===== config.mk =====
export PLATFORM = sky130hd
export DESIGN_NAME = power_mode_config_regs
export DESIGN_NICKNAME = d
export VERILOG_FILES = /design/src/core/pmc_pkg.sv /design/src/core/serial_cfg_port.sv /design/src/core/power_mode_config_regs.sv
export SDC_FILE = /design/constraint.sdc
export NUM_CORES = 1
export LEC_CHECK = 0
export BUFFER_PORTS_ARGS = -buffer_cell sky130_fd_sc_hd__buf_2
export CAP_MARGIN = 20
export CORE_ASPECT_RATIO = 1.1
export CORE_MARGIN = 2
export CORE_UTILIZATION = 52
export DETAILED_ROUTE_END_ITERATION = 6
export PLACE_DENSITY = 0.75
export SLEW_MARGIN = 20
export SYNTH_ARGS = -nofsm -noshare
export SYNTH_HDL_FRONTEND = slang
export SYNTH_SLANG_ARGS = --single-unit

===== constraint.sdc =====
create_clock -name clk -period 3 [get_ports clk]
set_input_delay 0.6 -clock clk [delete_from_list [all_inputs] [get_ports clk]]
set_output_delay 0.6 -clock clk [all_outputs]
set_load 0.05 [all_outputs]

===== src/core/pmc_pkg.sv =====
package pmc_pkg;

    // ----------------------------------------------------------------
    // Serial frame layout
    // ----------------------------------------------------------------
    localparam int ADDR_W = 15;
    localparam int DATA_W = 8;
    localparam logic [4:0] CMD_BITS = 5'd16;
    localparam logic [4:0] FRAME_BITS = 5'd24;

    // ----------------------------------------------------------------
    // Register offsets
    // ----------------------------------------------------------------
    localparam logic [14:0] OFS_CFG_B = 15'h029a;
    localparam logic [14:0] OFS_CFG_C = 15'h029b;
    localparam logic [14:0] OFS_CFG_D = 15'h029c;
    localparam logic [14:0] OFS_ALARM = 15'h02c0;

    // ----------------------------------------------------------------
    // Reset values and mode encodings
    // ----------------------------------------------------------------
    localparam logic [7:0] RST_CFG_B = 8'h0f;
    localparam logic [7:0] RST_CFG_C = 8'h04;
    localparam logic [7:0] RST_CFG_D = 8'h1b;
    localparam logic [7:0] RST_ALARM = 8'h00;
    localparam logic [7:0] LP_CFG_B = 8'h06;
    localparam logic [7:0] HP_CFG_B = 8'h0f;
    localparam logic [7:0] LP_CFG_C = 8'h00;
    localparam logic [7:0] HP_CFG_C = 8'h04;
    localparam logic [7:0] LP_CFG_D = 8'h14;
    localparam logic [7:0] HP_CFG_D = 8'h1b;

    // Position of the summary bit in the alarm summary register.
    localparam int ALARM_BIT = 0;

    // Operating mode seen by the converter core.
    typedef enum logic [1:0] {MODE_HIGH_PERF, MODE_LOW_POWER, MODE_MIXED} op_mode_t;

endpackage : pmc_pkg


===== src/core/serial_cfg_port.sv =====
`timescale 1ns/100ps
module serial_cfg_port (
    input wire logic clk,
    input wire logic sys_rst,
    input wire logic ce,
    input wire logic sclk,
    input wire logic sen_n,
    input wire logic sdi,
    input wire logic [7:0] rd_data,
    output logic [14:0] addr_q,
    output logic wr_stb_q,
    output logic [7:0] wr_data_q,
    output logic sdo_q,
    output logic sdo_oe_q
);

    typedef enum logic [1:0] {ST_IDLE, ST_CMD, ST_DATA} frame_state_t;

    // ----------------------------------------------------------------
    // Pin synchronisers
    // ----------------------------------------------------------------
    logic [2:0] meta_q, sync_q;
    logic sclk_prev_q;
    frame_state_t state_q, state_d;
    logic [4:0] cnt_q, cnt_d;
    logic [23:0] shift_q, shift_d;
    logic rd_q, rd_d;
    logic [14:0] addr_d;
    logic wr_stb_d;
    logic [7:0] wr_data_d, out_q, out_d;
    logic sdo_d, sdo_oe_d;
    logic rise, fall;

    // Pins come from the host's clock, so each passes two flip-flops.
    always_ff @(posedge clk or posedge sys_rst)
    begin
        if (sys_rst)
        begin
            // Reset to the pins' idle levels (clock low, enable high) so no false edge follows reset.
            meta_q <= 3'h2;
            sync_q <= 3'h2;
            sclk_prev_q <= 1'b0;
        end
        else if (ce)
        begin
            meta_q <= {sclk, sen_n, sdi};
            sync_q <= meta_q;
            sclk_prev_q <= sync_q[2];
        end
    end

    assign rise = sync_q[2] & ~sclk_prev_q;
    assign fall = ~sync_q[2] & sclk_prev_q;

    // ----------------------------------------------------------------
    // Frame engine: read/write bit, 15 address bits, 8 data bits
    // ----------------------------------------------------------------
    // Input is sampled on sclk rising; read data changes on sclk falling.
    always_comb
    begin
        state_d = state_q;
        cnt_d = cnt_q;
        shift_d = shift_q;
        rd_d = rd_q;
        addr_d = addr_q;
        wr_stb_d = 1'b0;
        wr_data_d = wr_data_q;
        out_d = out_q;
        sdo_d = sdo_q;
        sdo_oe_d = sdo_oe_q;
        if (sync_q[1])
        begin
            state_d = ST_IDLE;
            cnt_d = 5'd0;
            sdo_oe_d = 1'b0;
        end
        else
        begin
            if (state_q == ST_IDLE)
                state_d = ST_CMD;
            if (rise && cnt_q < pmc_pkg::FRAME_BITS)
            begin
                shift_d = {shift_q[22:0], sync_q[0]};
                cnt_d = cnt_q + 5'd1;
                if (cnt_q == pmc_pkg::CMD_BITS - 5'd1)
                begin
                    rd_d = shift_q[14];
                    addr_d = {shift_q[13:0], sync_q[0]};
                    state_d = ST_DATA;
                end
                if (cnt_q == pmc_pkg::FRAME_BITS - 5'd1 && !rd_q)
                begin
                    wr_stb_d = 1'b1;
                    wr_data_d = {shift_q[6:0], sync_q[0]};
                end
            end
            if (fall && state_q == ST_DATA && rd_q)
            begin
                if (cnt_q == pmc_pkg::CMD_BITS)
                begin
                    sdo_d = rd_data[7];
                    out_d = {rd_data[6:0], 1'b0};
                    sdo_oe_d = 1'b1;
                end
                else
                begin
                    sdo_d = out_q[7];
                    out_d = {out_q[6:0], 1'b0};
                end
            end
        end
    end

    always_ff @(posedge clk or posedge sys_rst)
    begin
        if (sys_rst)
        begin
            state_q <= ST_IDLE;
            cnt_q <= 5'd0;
            shift_q <= 24'h000000;
            rd_q <= 1'b0;
            addr_q <= 15'h0000;
            wr_stb_q <= 1'b0;
            wr_data_q <= 8'h00;
            out_q <= 8'h00;
            sdo_q <= 1'b0;
            sdo_oe_q <= 1'b0;
        end
        else if (ce)
        begin
            state_q <= state_d;
            cnt_q <= cnt_d;
            shift_q <= shift_d;
            rd_q <= rd_d;
            addr_q <= addr_d;
            wr_stb_q <= wr_stb_d;
            wr_data_q <= wr_data_d;
            out_q <= out_d;
            sdo_q <= sdo_d;
            sdo_oe_q <= sdo_oe_d;
        end
    end

endmodule : serial_cfg_port


===== src/core/power_mode_config_regs.sv =====
// Summary of operation
// RULE1: third register: 0x00 low power, 0x04 performance.
// RULE2: fourth register: 0x14 low power, 0x1b performance.
// RULE3: host writes all mode registers as group.
// RULE4: host calibrates after any mode change.
// RULE5: host clears calibration and link enables first.
// RULE6: host writes only the two defined encodings.
// RULE7: third register 8-bit RW, 0x29b, reset 0x04.
// RULE8: fourth register 8-bit RW, 0x29c, reset 0x1b.
// RULE9: alarm summary read-only at 0x2c0, reset zero.
// RULE10: second register: 0x06 low power, 0x0f performance.
// RULE11: summary bit 0 set by unmasked active alarm.
// RULE12: alarm summary ignores writes, upper bits zero.
`timescale 1ns/100ps
module power_mode_config_regs (
    input wire logic clk,
    input wire logic sys_rst,
    input wire logic ce,
    input wire logic sclk,
    input wire logic sen_n,
    input wire logic sdi,
    input wire logic [7:0] alarm_flags,
    input wire logic [7:0] alarm_flag_mask,
    output logic sdo,
    output logic sdo_oe,
    output logic [7:0] power_mode_field_b_q,
    output logic [7:0] power_mode_field_c_q,
    output logic [7:0] power_mode_field_d_q,
    output pmc_pkg::op_mode_t op_mode_q,
    output logic reserved_code_q,
    output logic alarm_out_q
);

    // ----------------------------------------------------------------
    // Serial port
    // ----------------------------------------------------------------
    logic [14:0] addr;
    logic wr_stb;
    logic [7:0] wr_data;
    logic [7:0] rd_data;

    serial_cfg_port u_port (
        .clk(clk),
        .sys_rst(sys_rst),
        .ce(ce),
        .sclk(sclk),
        .sen_n(sen_n),
        .sdi(sdi),
        .rd_data(rd_data),
        .addr_q(addr),
        .wr_stb_q(wr_stb),
        .wr_data_q(wr_data),
        .sdo_q(sdo),
        .sdo_oe_q(sdo_oe)
    );

    // ----------------------------------------------------------------
    // Decode helpers
    // ----------------------------------------------------------------
    // A register write hits only when the frame's address matches.
    function automatic logic hit(input logic [14:0] a, input logic [14:0] ofs);
        hit = (a == ofs);
    endfunction : hit

    // Mixed settings are reported rather than guessed, since the core
    // is only characterised with the whole group in one mode.
    function automatic pmc_pkg::op_mode_t decode_mode(input logic [7:0] b, input logic [7:0] c, input logic [7:0] d);
        if (b == pmc_pkg::LP_CFG_B && c == pmc_pkg::LP_CFG_C && d == pmc_pkg::LP_CFG_D)
            decode_mode = pmc_pkg::MODE_LOW_POWER;
        else if (b == pmc_pkg::HP_CFG_B && c == pmc_pkg::HP_CFG_C && d == pmc_pkg::HP_CFG_D)
            decode_mode = pmc_pkg::MODE_HIGH_PERF;
        else
            decode_mode = pmc_pkg::MODE_MIXED;
    endfunction : decode_mode

    // ----------------------------------------------------------------
    // Register bank
    // ----------------------------------------------------------------
    logic [7:0] cfg_b_d, cfg_c_d, cfg_d_d, alarm_q, alarm_d;
    pmc_pkg::op_mode_t op_mode_d;
    logic reserved_code_d;
    logic alarm_hit;

    assign alarm_hit = |(alarm_flags & ~alarm_flag_mask);

    // Next values of the mode group and the alarm summary.
    always_comb
    begin
        cfg_b_d = power_mode_field_b_q;
        cfg_c_d = power_mode_field_c_q;
        cfg_d_d = power_mode_field_d_q;
        if (wr_stb && hit(addr, pmc_pkg::OFS_CFG_B))
            cfg_b_d = wr_data; // RULE10
        if (wr_stb && hit(addr, pmc_pkg::OFS_CFG_C))
            cfg_c_d = wr_data; // RULE7
        if (wr_stb && hit(addr, pmc_pkg::OFS_CFG_D))
            cfg_d_d = wr_data; // RULE8
        // The summary has no write path at all; upper bits stay zero.
        alarm_d = pmc_pkg::RST_ALARM; // RULE12
        alarm_d[pmc_pkg::ALARM_BIT] = alarm_hit; // RULE11
        // Decoding uses the values being stored, so the mode changes on the same edge as the written register.
        op_mode_d = decode_mode(cfg_b_d, cfg_c_d, cfg_d_d); // RULE1 RULE2 RULE10
        // Nothing stops the host writing a reserved code; it is only flagged.
        reserved_code_d = !((cfg_b_d == pmc_pkg::LP_CFG_B || cfg_b_d == pmc_pkg::HP_CFG_B)
                         && (cfg_c_d == pmc_pkg::LP_CFG_C || cfg_c_d == pmc_pkg::HP_CFG_C)
                         && (cfg_d_d == pmc_pkg::LP_CFG_D || cfg_d_d == pmc_pkg::HP_CFG_D));
    end

    always_ff @(posedge clk or posedge sys_rst)
    begin
        if (sys_rst)
        begin
            power_mode_field_b_q <= pmc_pkg::RST_CFG_B; // RULE10
            power_mode_field_c_q <= pmc_pkg::RST_CFG_C; // RULE7
            power_mode_field_d_q <= pmc_pkg::RST_CFG_D; // RULE8
            alarm_q <= pmc_pkg::RST_ALARM; // RULE9
            op_mode_q <= pmc_pkg::MODE_HIGH_PERF;
            reserved_code_q <= 1'b0;
            alarm_out_q <= 1'b0;
        end
        else if (ce)
        begin
            power_mode_field_b_q <= cfg_b_d;
            power_mode_field_c_q <= cfg_c_d;
            power_mode_field_d_q <= cfg_d_d;
            alarm_q <= alarm_d;
            op_mode_q <= op_mode_d;
            reserved_code_q <= reserved_code_d;
            alarm_out_q <= alarm_d[pmc_pkg::ALARM_BIT];
        end
    end

    // ----------------------------------------------------------------
    // Read-back
    // ----------------------------------------------------------------
    // Unmapped addresses read as zero.
    always_comb
    begin
        rd_data = 8'h00;
        if (hit(addr, pmc_pkg::OFS_CFG_B))
            rd_data = power_mode_field_b_q;
        if (hit(addr, pmc_pkg::OFS_CFG_C))
            rd_data = power_mode_field_c_q;
        if (hit(addr, pmc_pkg::OFS_CFG_D))
            rd_data = power_mode_field_d_q;
        if (hit(addr, pmc_pkg::OFS_ALARM))
            rd_data = alarm_q; // RULE9
    end

    // ----------------------------------------------------------------
    // Assertions
    // ----------------------------------------------------------------
    a_low_power_decode: assert property (@(posedge clk) disable iff (sys_rst) // RULE1
        ce && power_mode_field_b_q == pmc_pkg::LP_CFG_B && power_mode_field_c_q == pmc_pkg::LP_CFG_C
        && power_mode_field_d_q == pmc_pkg::LP_CFG_D && !wr_stb |=> op_mode_q == pmc_pkg::MODE_LOW_POWER)
        else $error("Low power group not decoded as low power.");

    a_high_perf_decode: assert property (@(posedge clk) disable iff (sys_rst) // RULE2
        ce && power_mode_field_b_q == pmc_pkg::HP_CFG_B && power_mode_field_c_q == pmc_pkg::HP_CFG_C
        && power_mode_field_d_q == pmc_pkg::HP_CFG_D && !wr_stb |=> op_mode_q == pmc_pkg::MODE_HIGH_PERF)
        else $error("Performance group not decoded as performance.");

    a_cfg_b_reserved: assert property (@(posedge clk) disable iff (sys_rst) // RULE10
        ce && !wr_stb && power_mode_field_b_q != pmc_pkg::LP_CFG_B && power_mode_field_b_q != pmc_pkg::HP_CFG_B
        |=> reserved_code_q && op_mode_q == pmc_pkg::MODE_MIXED)
        else $error("Reserved second register code not flagged.");

    a_cfg_c_write: assert property (@(posedge clk) disable iff (sys_rst) // RULE7
        ce && wr_stb && addr == pmc_pkg::OFS_CFG_C
        |=> power_mode_field_c_q == $past(wr_data) && rd_data == $past(wr_data))
        else $error("Third register write not stored.");

    a_cfg_d_write: assert property (@(posedge clk) disable iff (sys_rst) // RULE8
        ce && wr_stb && addr == pmc_pkg::OFS_CFG_D
        |=> power_mode_field_d_q == $past(wr_data) && rd_data == $past(wr_data))
        else $error("Fourth register write not stored.");

    a_alarm_readback: assert property (@(posedge clk) disable iff (sys_rst) // RULE9
        addr == pmc_pkg::OFS_ALARM |-> rd_data == {7'h00, alarm_out_q})
        else $error("Alarm summary read-back differs from summary bit.");

    a_alarm_summary: assert property (@(posedge clk) disable iff (sys_rst) // RULE11
        ce |=> alarm_out_q == $past(alarm_hit))
        else $error("Alarm summary does not follow unmasked alarms.");

    a_alarm_upper_zero: assert property (@(posedge clk) disable iff (sys_rst) // RULE12
        ce && wr_stb && addr == pmc_pkg::OFS_ALARM |=> alarm_q[7:1] == 7'h00 ##1 alarm_q[7:1] == 7'h00)
        else $error("Alarm summary upper bits changed by a write.");

    // Reset leaves the whole group in the performance codes.
    a_reset_defaults: assert property (@(posedge clk) disable iff (sys_rst) // RULE7 RULE8
        $past(sys_rst) |-> power_mode_field_b_q == pmc_pkg::RST_CFG_B
        && power_mode_field_c_q == pmc_pkg::RST_CFG_C && power_mode_field_d_q == pmc_pkg::RST_CFG_D
        && op_mode_q == pmc_pkg::MODE_HIGH_PERF && !reserved_code_q)
        else $error("Mode group not at its reset codes after reset.");

    // The second register takes a write one edge after the strobe, like the others.
    a_cfg_b_write: assert property (@(posedge clk) disable iff (sys_rst) // RULE10
        ce && wr_stb && addr == pmc_pkg::OFS_CFG_B
        |=> power_mode_field_b_q == $past(wr_data) && rd_data == $past(wr_data))
        else $error("Second register write not stored.");

    // A reserved third register code must never pass as a coherent mode.
    a_cfg_c_reserved: assert property (@(posedge clk) disable iff (sys_rst) // RULE1
        ce && !wr_stb && power_mode_field_c_q != pmc_pkg::LP_CFG_C && power_mode_field_c_q != pmc_pkg::HP_CFG_C
        |=> reserved_code_q && op_mode_q == pmc_pkg::MODE_MIXED)
        else $error("Reserved third register code not flagged.");

    // A reserved fourth register code must never pass as a coherent mode.
    a_cfg_d_reserved: assert property (@(posedge clk) disable iff (sys_rst) // RULE2
        ce && !wr_stb && power_mode_field_d_q != pmc_pkg::LP_CFG_D && power_mode_field_d_q != pmc_pkg::HP_CFG_D
        |=> reserved_code_q && op_mode_q == pmc_pkg::MODE_MIXED)
        else $error("Reserved fourth register code not flagged.");

    // Only defined codes in all three registers clear the reserved flag.
    a_defined_codes_clean: assert property (@(posedge clk) disable iff (sys_rst) // RULE10
        ce && !wr_stb && (power_mode_field_b_q == pmc_pkg::LP_CFG_B || power_mode_field_b_q == pmc_pkg::HP_CFG_B)
        && (power_mode_field_c_q == pmc_pkg::LP_CFG_C || power_mode_field_c_q == pmc_pkg::HP_CFG_C)
        && (power_mode_field_d_q == pmc_pkg::LP_CFG_D || power_mode_field_d_q == pmc_pkg::HP_CFG_D)
        |=> !reserved_code_q)
        else $error("Defined mode codes flagged as reserved.");

    // Without a write strobe the mode group keeps its contents.
    a_mode_group_hold: assert property (@(posedge clk) disable iff (sys_rst) // RULE7 RULE8
        ce && !wr_stb |=> $stable(power_mode_field_b_q) && $stable(power_mode_field_c_q)
        && $stable(power_mode_field_d_q))
        else $error("Mode register changed without a write.");

    // Clock enable low freezes the third and fourth registers, the mode and the summary bit alike.
    a_frozen_while_off: assert property (@(posedge clk) disable iff (sys_rst) // RULE11
        !ce |=> $stable(power_mode_field_c_q) && $stable(power_mode_field_d_q) && $stable(op_mode_q)
        && $stable(alarm_out_q))
        else $error("State moved while clock enable was low.");

    // A write aimed at the summary register must not spill into the mode group.
    a_alarm_write_ignored: assert property (@(posedge clk) disable iff (sys_rst) // RULE12
        ce && wr_stb && addr == pmc_pkg::OFS_ALARM |=> $stable(power_mode_field_b_q)
        && $stable(power_mode_field_c_q) && $stable(power_mode_field_d_q))
        else $error("Alarm summary write changed a mode register.");

endmodule : power_mode_config_regs


# Word-level counts from Yosys, hierarchy flattened
# Index checks and enable logic that the tools add are counted.
# op_classes
add_sub_neg	1
magnitude_cmp	1
eq_ne	13
mux	23
n_bitwise	7
reduce_logical	30
# ops
cell	count
8-bit 2-to-1 mux	8
15-bit by 10-bit equality test with 1-bit output (second input constant)	4
8-bit by 3-bit equality test with 1-bit output (second input constant)	2
8-bit by 5-bit equality test with 1-bit output (second input constant)	2
1-bit logical AND	13
2-bit 2-to-1 mux	6
5-bit equality test (second input constant)	2
5-bit 2-to-1 mux	2
3-bit AND reduction	3
8-bit bitwise AND	1
8-bit by 4-bit equality test with 1-bit output (second input constant)	1
8-bit zero test	1
8-bit inverter	1
4-bit AND reduction	2
8-bit OR reduction	1
1-bit 2-to-1 mux	7
2-bit nonzero test	3
5-bit by 1-bit adder with 5-bit output (second input constant)	1
5-bit by 4-bit equality test with 1-bit output (second input constant)	1
5-bit < comparator (second input constant)	1
1-bit logical OR	3
1-bit inverter	3
1-bit bitwise AND	2
2-bit equality test (second input constant)	1
3 further kinds	4
# word_totals
ff_bits	92
input_bits	22
output_inout_bits	30
word_cells	94

# Longest topological paths before layout
# Gate-level depths: netlist of run 1.
# depth
depth_word	8
ltp_mapped	7
depth_no_buf	6

# Modules after synthesis
# From an unflattened synthesis of run 1, not the netlist that was laid out.
# unflattened
cells_unflattened	369
hier_area_um2	4423.0
# by_module_without_submodules
mod	n_inst	cells_each	area_per_inst_um2	seq_area_each_um2
serial_cfg_port	1	196	2678.8	1579.0
power_mode_config_regs	1	173	1744.2	711.9

# Least setup slack after synthesis of run 1
# OpenSTA, ideal clock, no wires.
# synth_path
path_type	register to register
start	register u_port.addr_q[8]
end	register u_port.out_q[1]
setup_time_ns	0.065
t_arrival_ns	2.182
t_required_ns	2.935
setup_slack_ns	0.753
stages_incl_launch_ff	7
path_buffers	0
synth_period_minus_slack_ns	2.247
path_cell_list	dfrtp_1 -> or4b_4 -> or2_4 -> nor4_4 -> nand2_1 -> a2111oi_0 -> a21o_1
# synth_via
elab_chain_cells	6
elab_cells_between_ends	9
cone_classes	4 x eq/ne; 5 x mux
# synth_lines
element	line_no	text
start, declared	serial_cfg_port.sv:10	output logic [14:0] addr_q,
start signal, assigned	serial_cfg_port.sv:135	addr_q <= addr_d;
15-bit by 10-bit equality test with 1-bit output	power_mode_config_regs.sv:62	hit = (a == ofs);
8-bit 2-to-1 mux	power_mode_config_regs.sv:140	if (hit(addr, pmc_pkg::OFS_CFG_B))
8-bit 2-to-1 mux	power_mode_config_regs.sv:142	if (hit(addr, pmc_pkg::OFS_CFG_C))
8-bit 2-to-1 mux	power_mode_config_regs.sv:144	if (hit(addr, pmc_pkg::OFS_CFG_D))
8-bit 2-to-1 mux (*)	power_mode_config_regs.sv:146	if (hit(addr, pmc_pkg::OFS_ALARM))
8-bit 2-to-1 mux (*)	serial_cfg_port.sv:99	if (cnt_q == pmc_pkg::CMD_BITS)
end signal, assigned	serial_cfg_port.sv:138	out_q <= out_d;
end, declared	serial_cfg_port.sv:30	logic [7:0] wr_data_d, out_q, out_d;
# Mark *: on every way between the ends. The rest lies on a longest branch, timed or not.
# A chain may end at the register's enable or synchronous reset.

# Worst setup path in the final report of run 1
# Same ends and word-level chain as after synthesis.

==> results of run 1 <==
[per-stage QoR]
stage                     instances  total power, mW  hold WS, ns
final                           515            2.358       0.3168
after global routing            515            2.454       0.3722
after CTS                       515            2.375       0.3291
after detailed placement        499            1.550       0.4679
after global placement          499            1.542       0.4696
after floorplan                 349            1.476       0.4492
[final cells by class]
class	count	area, sq um	share of cell area
multi-input combinational	227	1836	0.3798
timing repair buffer	56	305.3	0.06316
inverter	17	65.06	0.01346
clock inverter	7	77.57	0.01605
clock buffer	9	123.9	0.02563
sequential	91	2291	0.4740
tap	108	135.1	0.02796
[power by group]
| part | internal (mW) | switching (mW) | leakage, nW |
|---|---|---|---|
| clock network | 0.391 | 0.445 | 0.0998 |
| registers | 1.29 | 0.0650 | 1.19 |
| logic | 0.0802 | 0.0867 | 1.01 |
| total | 1.76 | 0.596 | 2.31 |
[synth_stat cells (2+ instances only)]
library cell  count  area, sq um
a21o_1            2        15.01
a21oi_1          23        115.1
a222oi_1          7        70.07
and2_1            2        12.51
and3_1            5        31.28
buf_1             5        18.77
clkbuf_1          8        30.03
dfrtp_1          80         2002
dfstp_2          11        289.0
ha_1              3        37.54
inv_1            17        63.81
mux2_2           67        754.5
mux2i_1           3        30.03
nand2_1          11        41.29
nand2b_1         10        62.56
nand3_1           3        15.01
nand3b_1          3        22.52
nand4_1           4        25.02
nand4b_1          4        35.03
nor2_1           14        52.55
nor2b_1           5        31.28
nor3_1            4        20.02
nor3b_1           2        15.01
nor4_1            5        31.28
nor4_4            2        42.54
nor4b_1           9        78.83
nor4bb_1          2        20.02
o211ai_1          2        15.01
o21ai_0          11        55.05
o22a_1            2        17.52
o22ai_1           5        31.28
[critical path, cell delays in order (launching register included)]
cell and delay [ns]:
dfrtp_1 0.41, or4b_4 0.59, or2_4 0.30, nor2b_1 0.43, a221oi_1 0.20, a2111oi_0 0.51
a21o_1 0.14
[sequential cells by signal, indices dropped and copies added (netlist names), 2 cells and up]
signal                count
power_mode_field_d_q      8
u_port.addr_q            15
power_mode_field_c_q      8
power_mode_field_b_q      8
u_port.meta_q             3
u_port.shift_q           15
u_port.sync_q             3
u_port.wr_data_q          8
u_port.out_q              7
u_port.cnt_q              5
op_mode_q                 2
u_port.state_q            2
[worst paths after layout]
kind,to,slack (ns),cells after the start
worst max register to register,u_port.out_q[1]$_DFFE_PP0P_,0.36,6
min in group clk,u_port.meta_q[2]$_DFFE_PP0P_,0.47,2
worst min-delay path,u_port.meta_q[2]$_DFFE_PP0P_,0.32,2
max in group asynchronous,power_mode_field_b_q[1]$_DFFE_PP1P_,1.93,3
worst min register to register,u_port.out_q[1]$_DFFE_PP0P_,0.50,1
worst max-delay path,u_port.out_q[1]$_DFFE_PP0P_,0.36,6
[layer usage]
metal | vias to the layer above | global-route usage | share of wire
met4 | 0 | 0.08047 | 0.021
met1 | 1482 | 0.2748 | 0.45
met3 | 20 | 0.04358 | 0.053
met5 | - | 0 | 0
met2 | 117 | 0.3441 | 0.48
li1 | 1403 | - | -
[logic make-up (layout without fill, tap and decap cells)]
kind of cell,Yosys count,count (layout),synth area share
XOR/XNOR,2,2,0.004128
AND/OR/NAND/NOR,93,93,0.1462
adder cells (fa/ha/maj),3,3,0.008845
flip-flops,91,91,0.5398
multiplexers,70,70,0.1848
buffers and inverters,31,89,0.02771
AO/OA/AOI/OAI,59,59,0.08845
==> summary.md, run 1 <==
| Metric | Value |
|---|---|
| Synthesized cell area | 0.004244 sq mm |
| Clock sink total | 91 |
| Startpoint Class | flop |
| Largest net degree at the start of global routing | 54 |
| Antenna diodes | 0 |
| First-pass GRT wire length | 14.73 mm |
| Final instance area | 0.004833 sq mm |
| Die ar. | 0.008901 sq mm |
| Final Critical Period | 2.636 ns |
| DR vias | 3022 |
| Drt total wl | 8.974 mm |
| Clock Path Buffers | 2 |
| Post-DP Area | 0.004632 sq mm |
| Max-cap violations | 0 |
| Yosys reg bits | 91 |
| Vias in the first global route | 2940 |
| Initial DRT Pass Iterations | 7 |
| Lkg Pwr | 2.305 nW |
| Fin nets | 427 |
| F_max | 379.3 MHz |
| Crit path capture type | flop |
| Ports | 52 |
| Synth warn | 0 |
| Post-cts resize count | 0 |
| Dpl hpwl | 6.431 mm |
| Ys async rst share | 1.000 |
| Die H | 98.75 um |
| Fillers | 638 |
| H-tree Lvls | 3 |
| Slew Viols, Final | 0 |
| Clk_lat worst skew | 0.36 ns |
| Placeable Area | 0.007913 sq mm |
| Fin. Hold Viols | 0 |
| Setup Buffers After CTS | 0 |
| Fin crit share | 0.8788 |
| Most frequent cells in the layout | dfrtp_1, mux2_2, buf_2, a21oi_1, inv_1 |
| R2R Path Start | u_port.addr_q[8]$_DFFE_PP0P_ |
| Setup_tns | 0 ns |
| Worst Path Max Fanout | 8 |
| Status | finished with violations |
| Std-Cell Rows | 34 |
| Worst vdd ir | 0.2309 mV |
| Iteration-0 DRC Markers | 173 |
| DRC violations left | 1 |
| Slew @ Worst Pin | 0.6953 ns |
| Average wire per standard cell | 17.43 um |
| Antenna Nets Post-Route | 0 |
| CTS tree | yes |
| Yosys cell types | 49 |
| Vias per cell | 5.868 |
| Commonest non-fill, non-tap cell in the layout | dfrtp_1 |
| PwrDens | 487.9 mW/mm^2 |
| WP data arrival | 2.94 ns |
| RSZ-0062 raised after global routing | no |
| Worst relative slew slack | 0.5359 |
| # port buffers | 51 |
| Crit path launch | u_port.addr_q[8]$_DFFE_PP0P_ |
| Hold bufs inserted after CTS | 0 |
| Chip width | 90.14 um |
| TritonCTS buffer count | 9 |
| CP required | 3.30 ns |
| Ys flop type | dfrtp_1 |
| CP Class | reg -> reg |
| Fin util | 0.6108 |
| P&R area growth vs syn | 13.89% |
| Hold WC Path Type | in -> async |
| Total grt overflow | 0 |
| Antenna violations before repair | 0 |
| Syn_area_per_cell | 12.16 sq um |
| Clock-pin transition on the worst setup and hold timing paths | 0.09 ns |
| Syn Nets | 374 |
| Synth Instances | 349 |
| Violated checks | design-rule violations |
| Register area share after synthesis | 0.5398 |
| All-Layer GR Usage | 0.2090 |
| Worst Clk Skew | 0.01002 ns |
| Worst slack at placement | 0.5259 ns |
| GPL Wtd Cong | 0.8252 |
| Starting density of the core | 0.5364 |
| Root Buffer | clkbuf_8 |
| Setup ws final | 0.3636 ns |
| Number of enable flip-flop cells after synthesis | 0 |
| Final setup vio count | 0 |
| Share of cells above drive strength 1 | 0.3882 |
(Power assumes the default switching activity.)
==> inputs of run 2 (changes only) <==
--- a/config.mk
+++ b/config.mk
@@ -10,7 +10,9 @@
 export CORE_ASPECT_RATIO = 1.1
 export CORE_MARGIN = 2
 export CORE_UTILIZATION = 52
+export CTS_CLUSTER_SIZE = 30
 export DETAILED_ROUTE_END_ITERATION = 6
+export MAX_ROUTING_LAYER = met4
 export PLACE_DENSITY = 0.75
 export SLEW_MARGIN = 20
 export SYNTH_ARGS = -nofsm -noshare
==> summary.md, run 2 (synthesized netlist as in run 1, its figures left out) <==
| Metric | Value |
|---|---|
| Reg2reg setup slack | 0.32 ns |
| RR Endpoint | u_port.out_q[1]$_DFFE_PP0P_ |
| Slew Viols, Final | 0 |
| PwrDens | 487.6 mW/mm^2 |
| Fin crit share | 0.8939 |
| Ports | 52 |
| R2R depth | 6 |
| R2R Path Start | u_port.addr_q[8]$_DFFE_PP0P_ |
| Share of cells above drive strength 1 | 0.3882 |
| Setup ws final | 0.3184 ns |
| Clock sink total | 91 |
| Std-Cell Rows | 34 |
| Worst Path Max Fanout | 8 |
| Largest regs | u_port.addr_q (15), u_port.shift_q (15) |
| Total grt overflow | 0 |
| Worst Clk Skew | 0.01017 ns |
| Final Critical Period | 2.682 ns |
| Hold bufs inserted after CTS | 0 |
| Iteration-0 DRC Markers | 180 |
| H-tree Lvls | 3 |
| Initial DRT Pass Iterations | 5 |
| CP Class | reg -> reg |
| Max-cap violations | 0 |
| Fillers | 638 |
| Clock Path Buffers | 2 |
| Fin nets | 427 |
| Placeable Area | 0.007913 sq mm |
| Most frequent cells in the layout | dfrtp_1, mux2_2, buf_2, a21oi_1, inv_1 |
| RSZ-0062 raised after global routing | no |
| Startpoint Class | flop |
| Die ar. | 0.008901 sq mm |
| GPL Wtd Cong | 0.8377 |
| Drt total wl | 8.943 mm |
| Clk_lat worst skew | 0.36 ns |
| All-Layer GR Usage | 0.2149 |
| TritonCTS buffer count | 9 |
| Vias in the first global route | 2948 |
| Starting density of the core | 0.5364 |
| F_max | 372.9 MHz |
| DR vias | 3026 |
| Lkg Pwr | 2.305 nW |
| Hold WC Path Type | in -> async |
| Average wire per standard cell | 17.37 um |
| Worst relative slew slack | 0.5365 |
| Vias per cell | 5.876 |
| Fin. Hold Viols | 0 |
| DRC violations left | 0 |
| Met1 wire length | 3.866 mm |
| Highest Signal Layer | met4 |
| First-pass GRT wire length | 14.73 mm |
| Die H | 98.75 um |
| Crit path capture type | flop |
| Worst slack at placement | 0.5259 ns |
| Clock-pin transition on the worst setup and hold timing paths | 0.09 ns |
| Status | finished, final reports clean |
| Post-cts resize count | 0 |
| P&R area growth vs syn | 13.89% |
| WL met3 | 516 um |
| Setup_tns | 0 ns |
| Slew @ Worst Pin | 0.6945 ns |
| Antenna diodes | 0 |
| # port buffers | 51 |
| Root Buffer | clkbuf_8 |
| Final setup vio count | 0 |
| Largest net degree at the start of global routing | 54 |
| WL met2 | 4.448 mm |
| Reg area | 0.002291 sq mm |
| Commonest non-fill, non-tap cell in the layout | dfrtp_1 |
| Dpl hpwl | 6.431 mm |
| CTS tree | yes |
| WP data arrival | 2.99 ns |
| Antenna violations before repair | 0 |
| CP required | 3.30 ns |
| Setup Buffers After CTS | 0 |
| Antenna Nets Post-Route | 0 |
| Chip width | 90.14 um |
| Worst vdd ir | 0.2314 mV |
| Area occupied by multi-input gates | 0.001836 sq mm |
==> run 2: layout make-up <==
cell class / count / share of cell area
clock buffers: 9 / 0.02563
clock inverters: 7 / 0.01605
inverters: 17 / 0.01346
multi-input cells: 227 / 0.3798
flip-flops and latches: 91 / 0.4740
well taps: 108 / 0.02796
repair buffers: 56 / 0.06316
==> run 2: how the worst max path moves through the flow <==
stage          depth (start not counted)                     endpoint  slack [ns]                         start
6_report                               6  u_port.out_q[1]$_DFFE_PP0P_        0.32  u_port.addr_q[8]$_DFFE_PP0P_
5_1_grt                                6  u_port.out_q[1]$_DFFE_PP0P_        0.17  u_port.addr_q[8]$_DFFE_PP0P_
4_1_cts                                6  u_port.out_q[1]$_DFFE_PP0P_        0.43  u_port.addr_q[8]$_DFFE_PP0P_
3_5_place_dp                           6  u_port.out_q[1]$_DFFE_PP0P_        0.53  u_port.addr_q[8]$_DFFE_PP0P_
3_3_place_gp                           6  u_port.out_q[1]$_DFFE_PP0P_        0.66  u_port.addr_q[8]$_DFFE_PP0P_
2_1_floorplan                          1       alarm_q[0]$_DFFE_PP0P_        0.05                       sys_rst
==> run 2: critical path, stage by stage, from the launching register on <==
cell	delay (ns)
dfrtp_1	0.41
or4b_4	0.59
or2_4	0.30
nor2b_1	0.47
a221oi_1	0.20
a2111oi_0	0.53
a21o_1	0.13
==> run 2: metrics by stage <==
stage / hold slack [ns] / cell area [sq um] / power [mW] / util / std cells
floorplan: 0.4492 / 4244 / 1.476 / - / 349
global placement: 0.4696 / 4632 / 1.542 / 0.5854 / 499
detailed placement: 0.4679 / 4632 / 1.550 / 0.5854 / 499
CTS: 0.3291 / 4833 / 2.375 / 0.6108 / 515
global route: 0.3722 / 4833 / 2.455 / 0.6108 / 515
finish: 0.3190 / 4833 / 2.357 / 0.6108 / 515
==> run 2: report_power, final <==
group / switching (mW) / leakage, nW / internal [mW] / total (mW)
Combinational: 0.0861 / 1.01 / 0.0801 / 0.166
Clock: 0.443 / 0.0998 / 0.391 / 0.834
Sequential: 0.0653 / 1.19 / 1.29 / 1.36
==> run 2: layer usage <==
layer,vias to the layer above,GRT usage
li1,1402,-
met1,1496,0.2732
met2,111,0.3441
met3,17,0.04358
met4,0,0.08047
met5,-,-
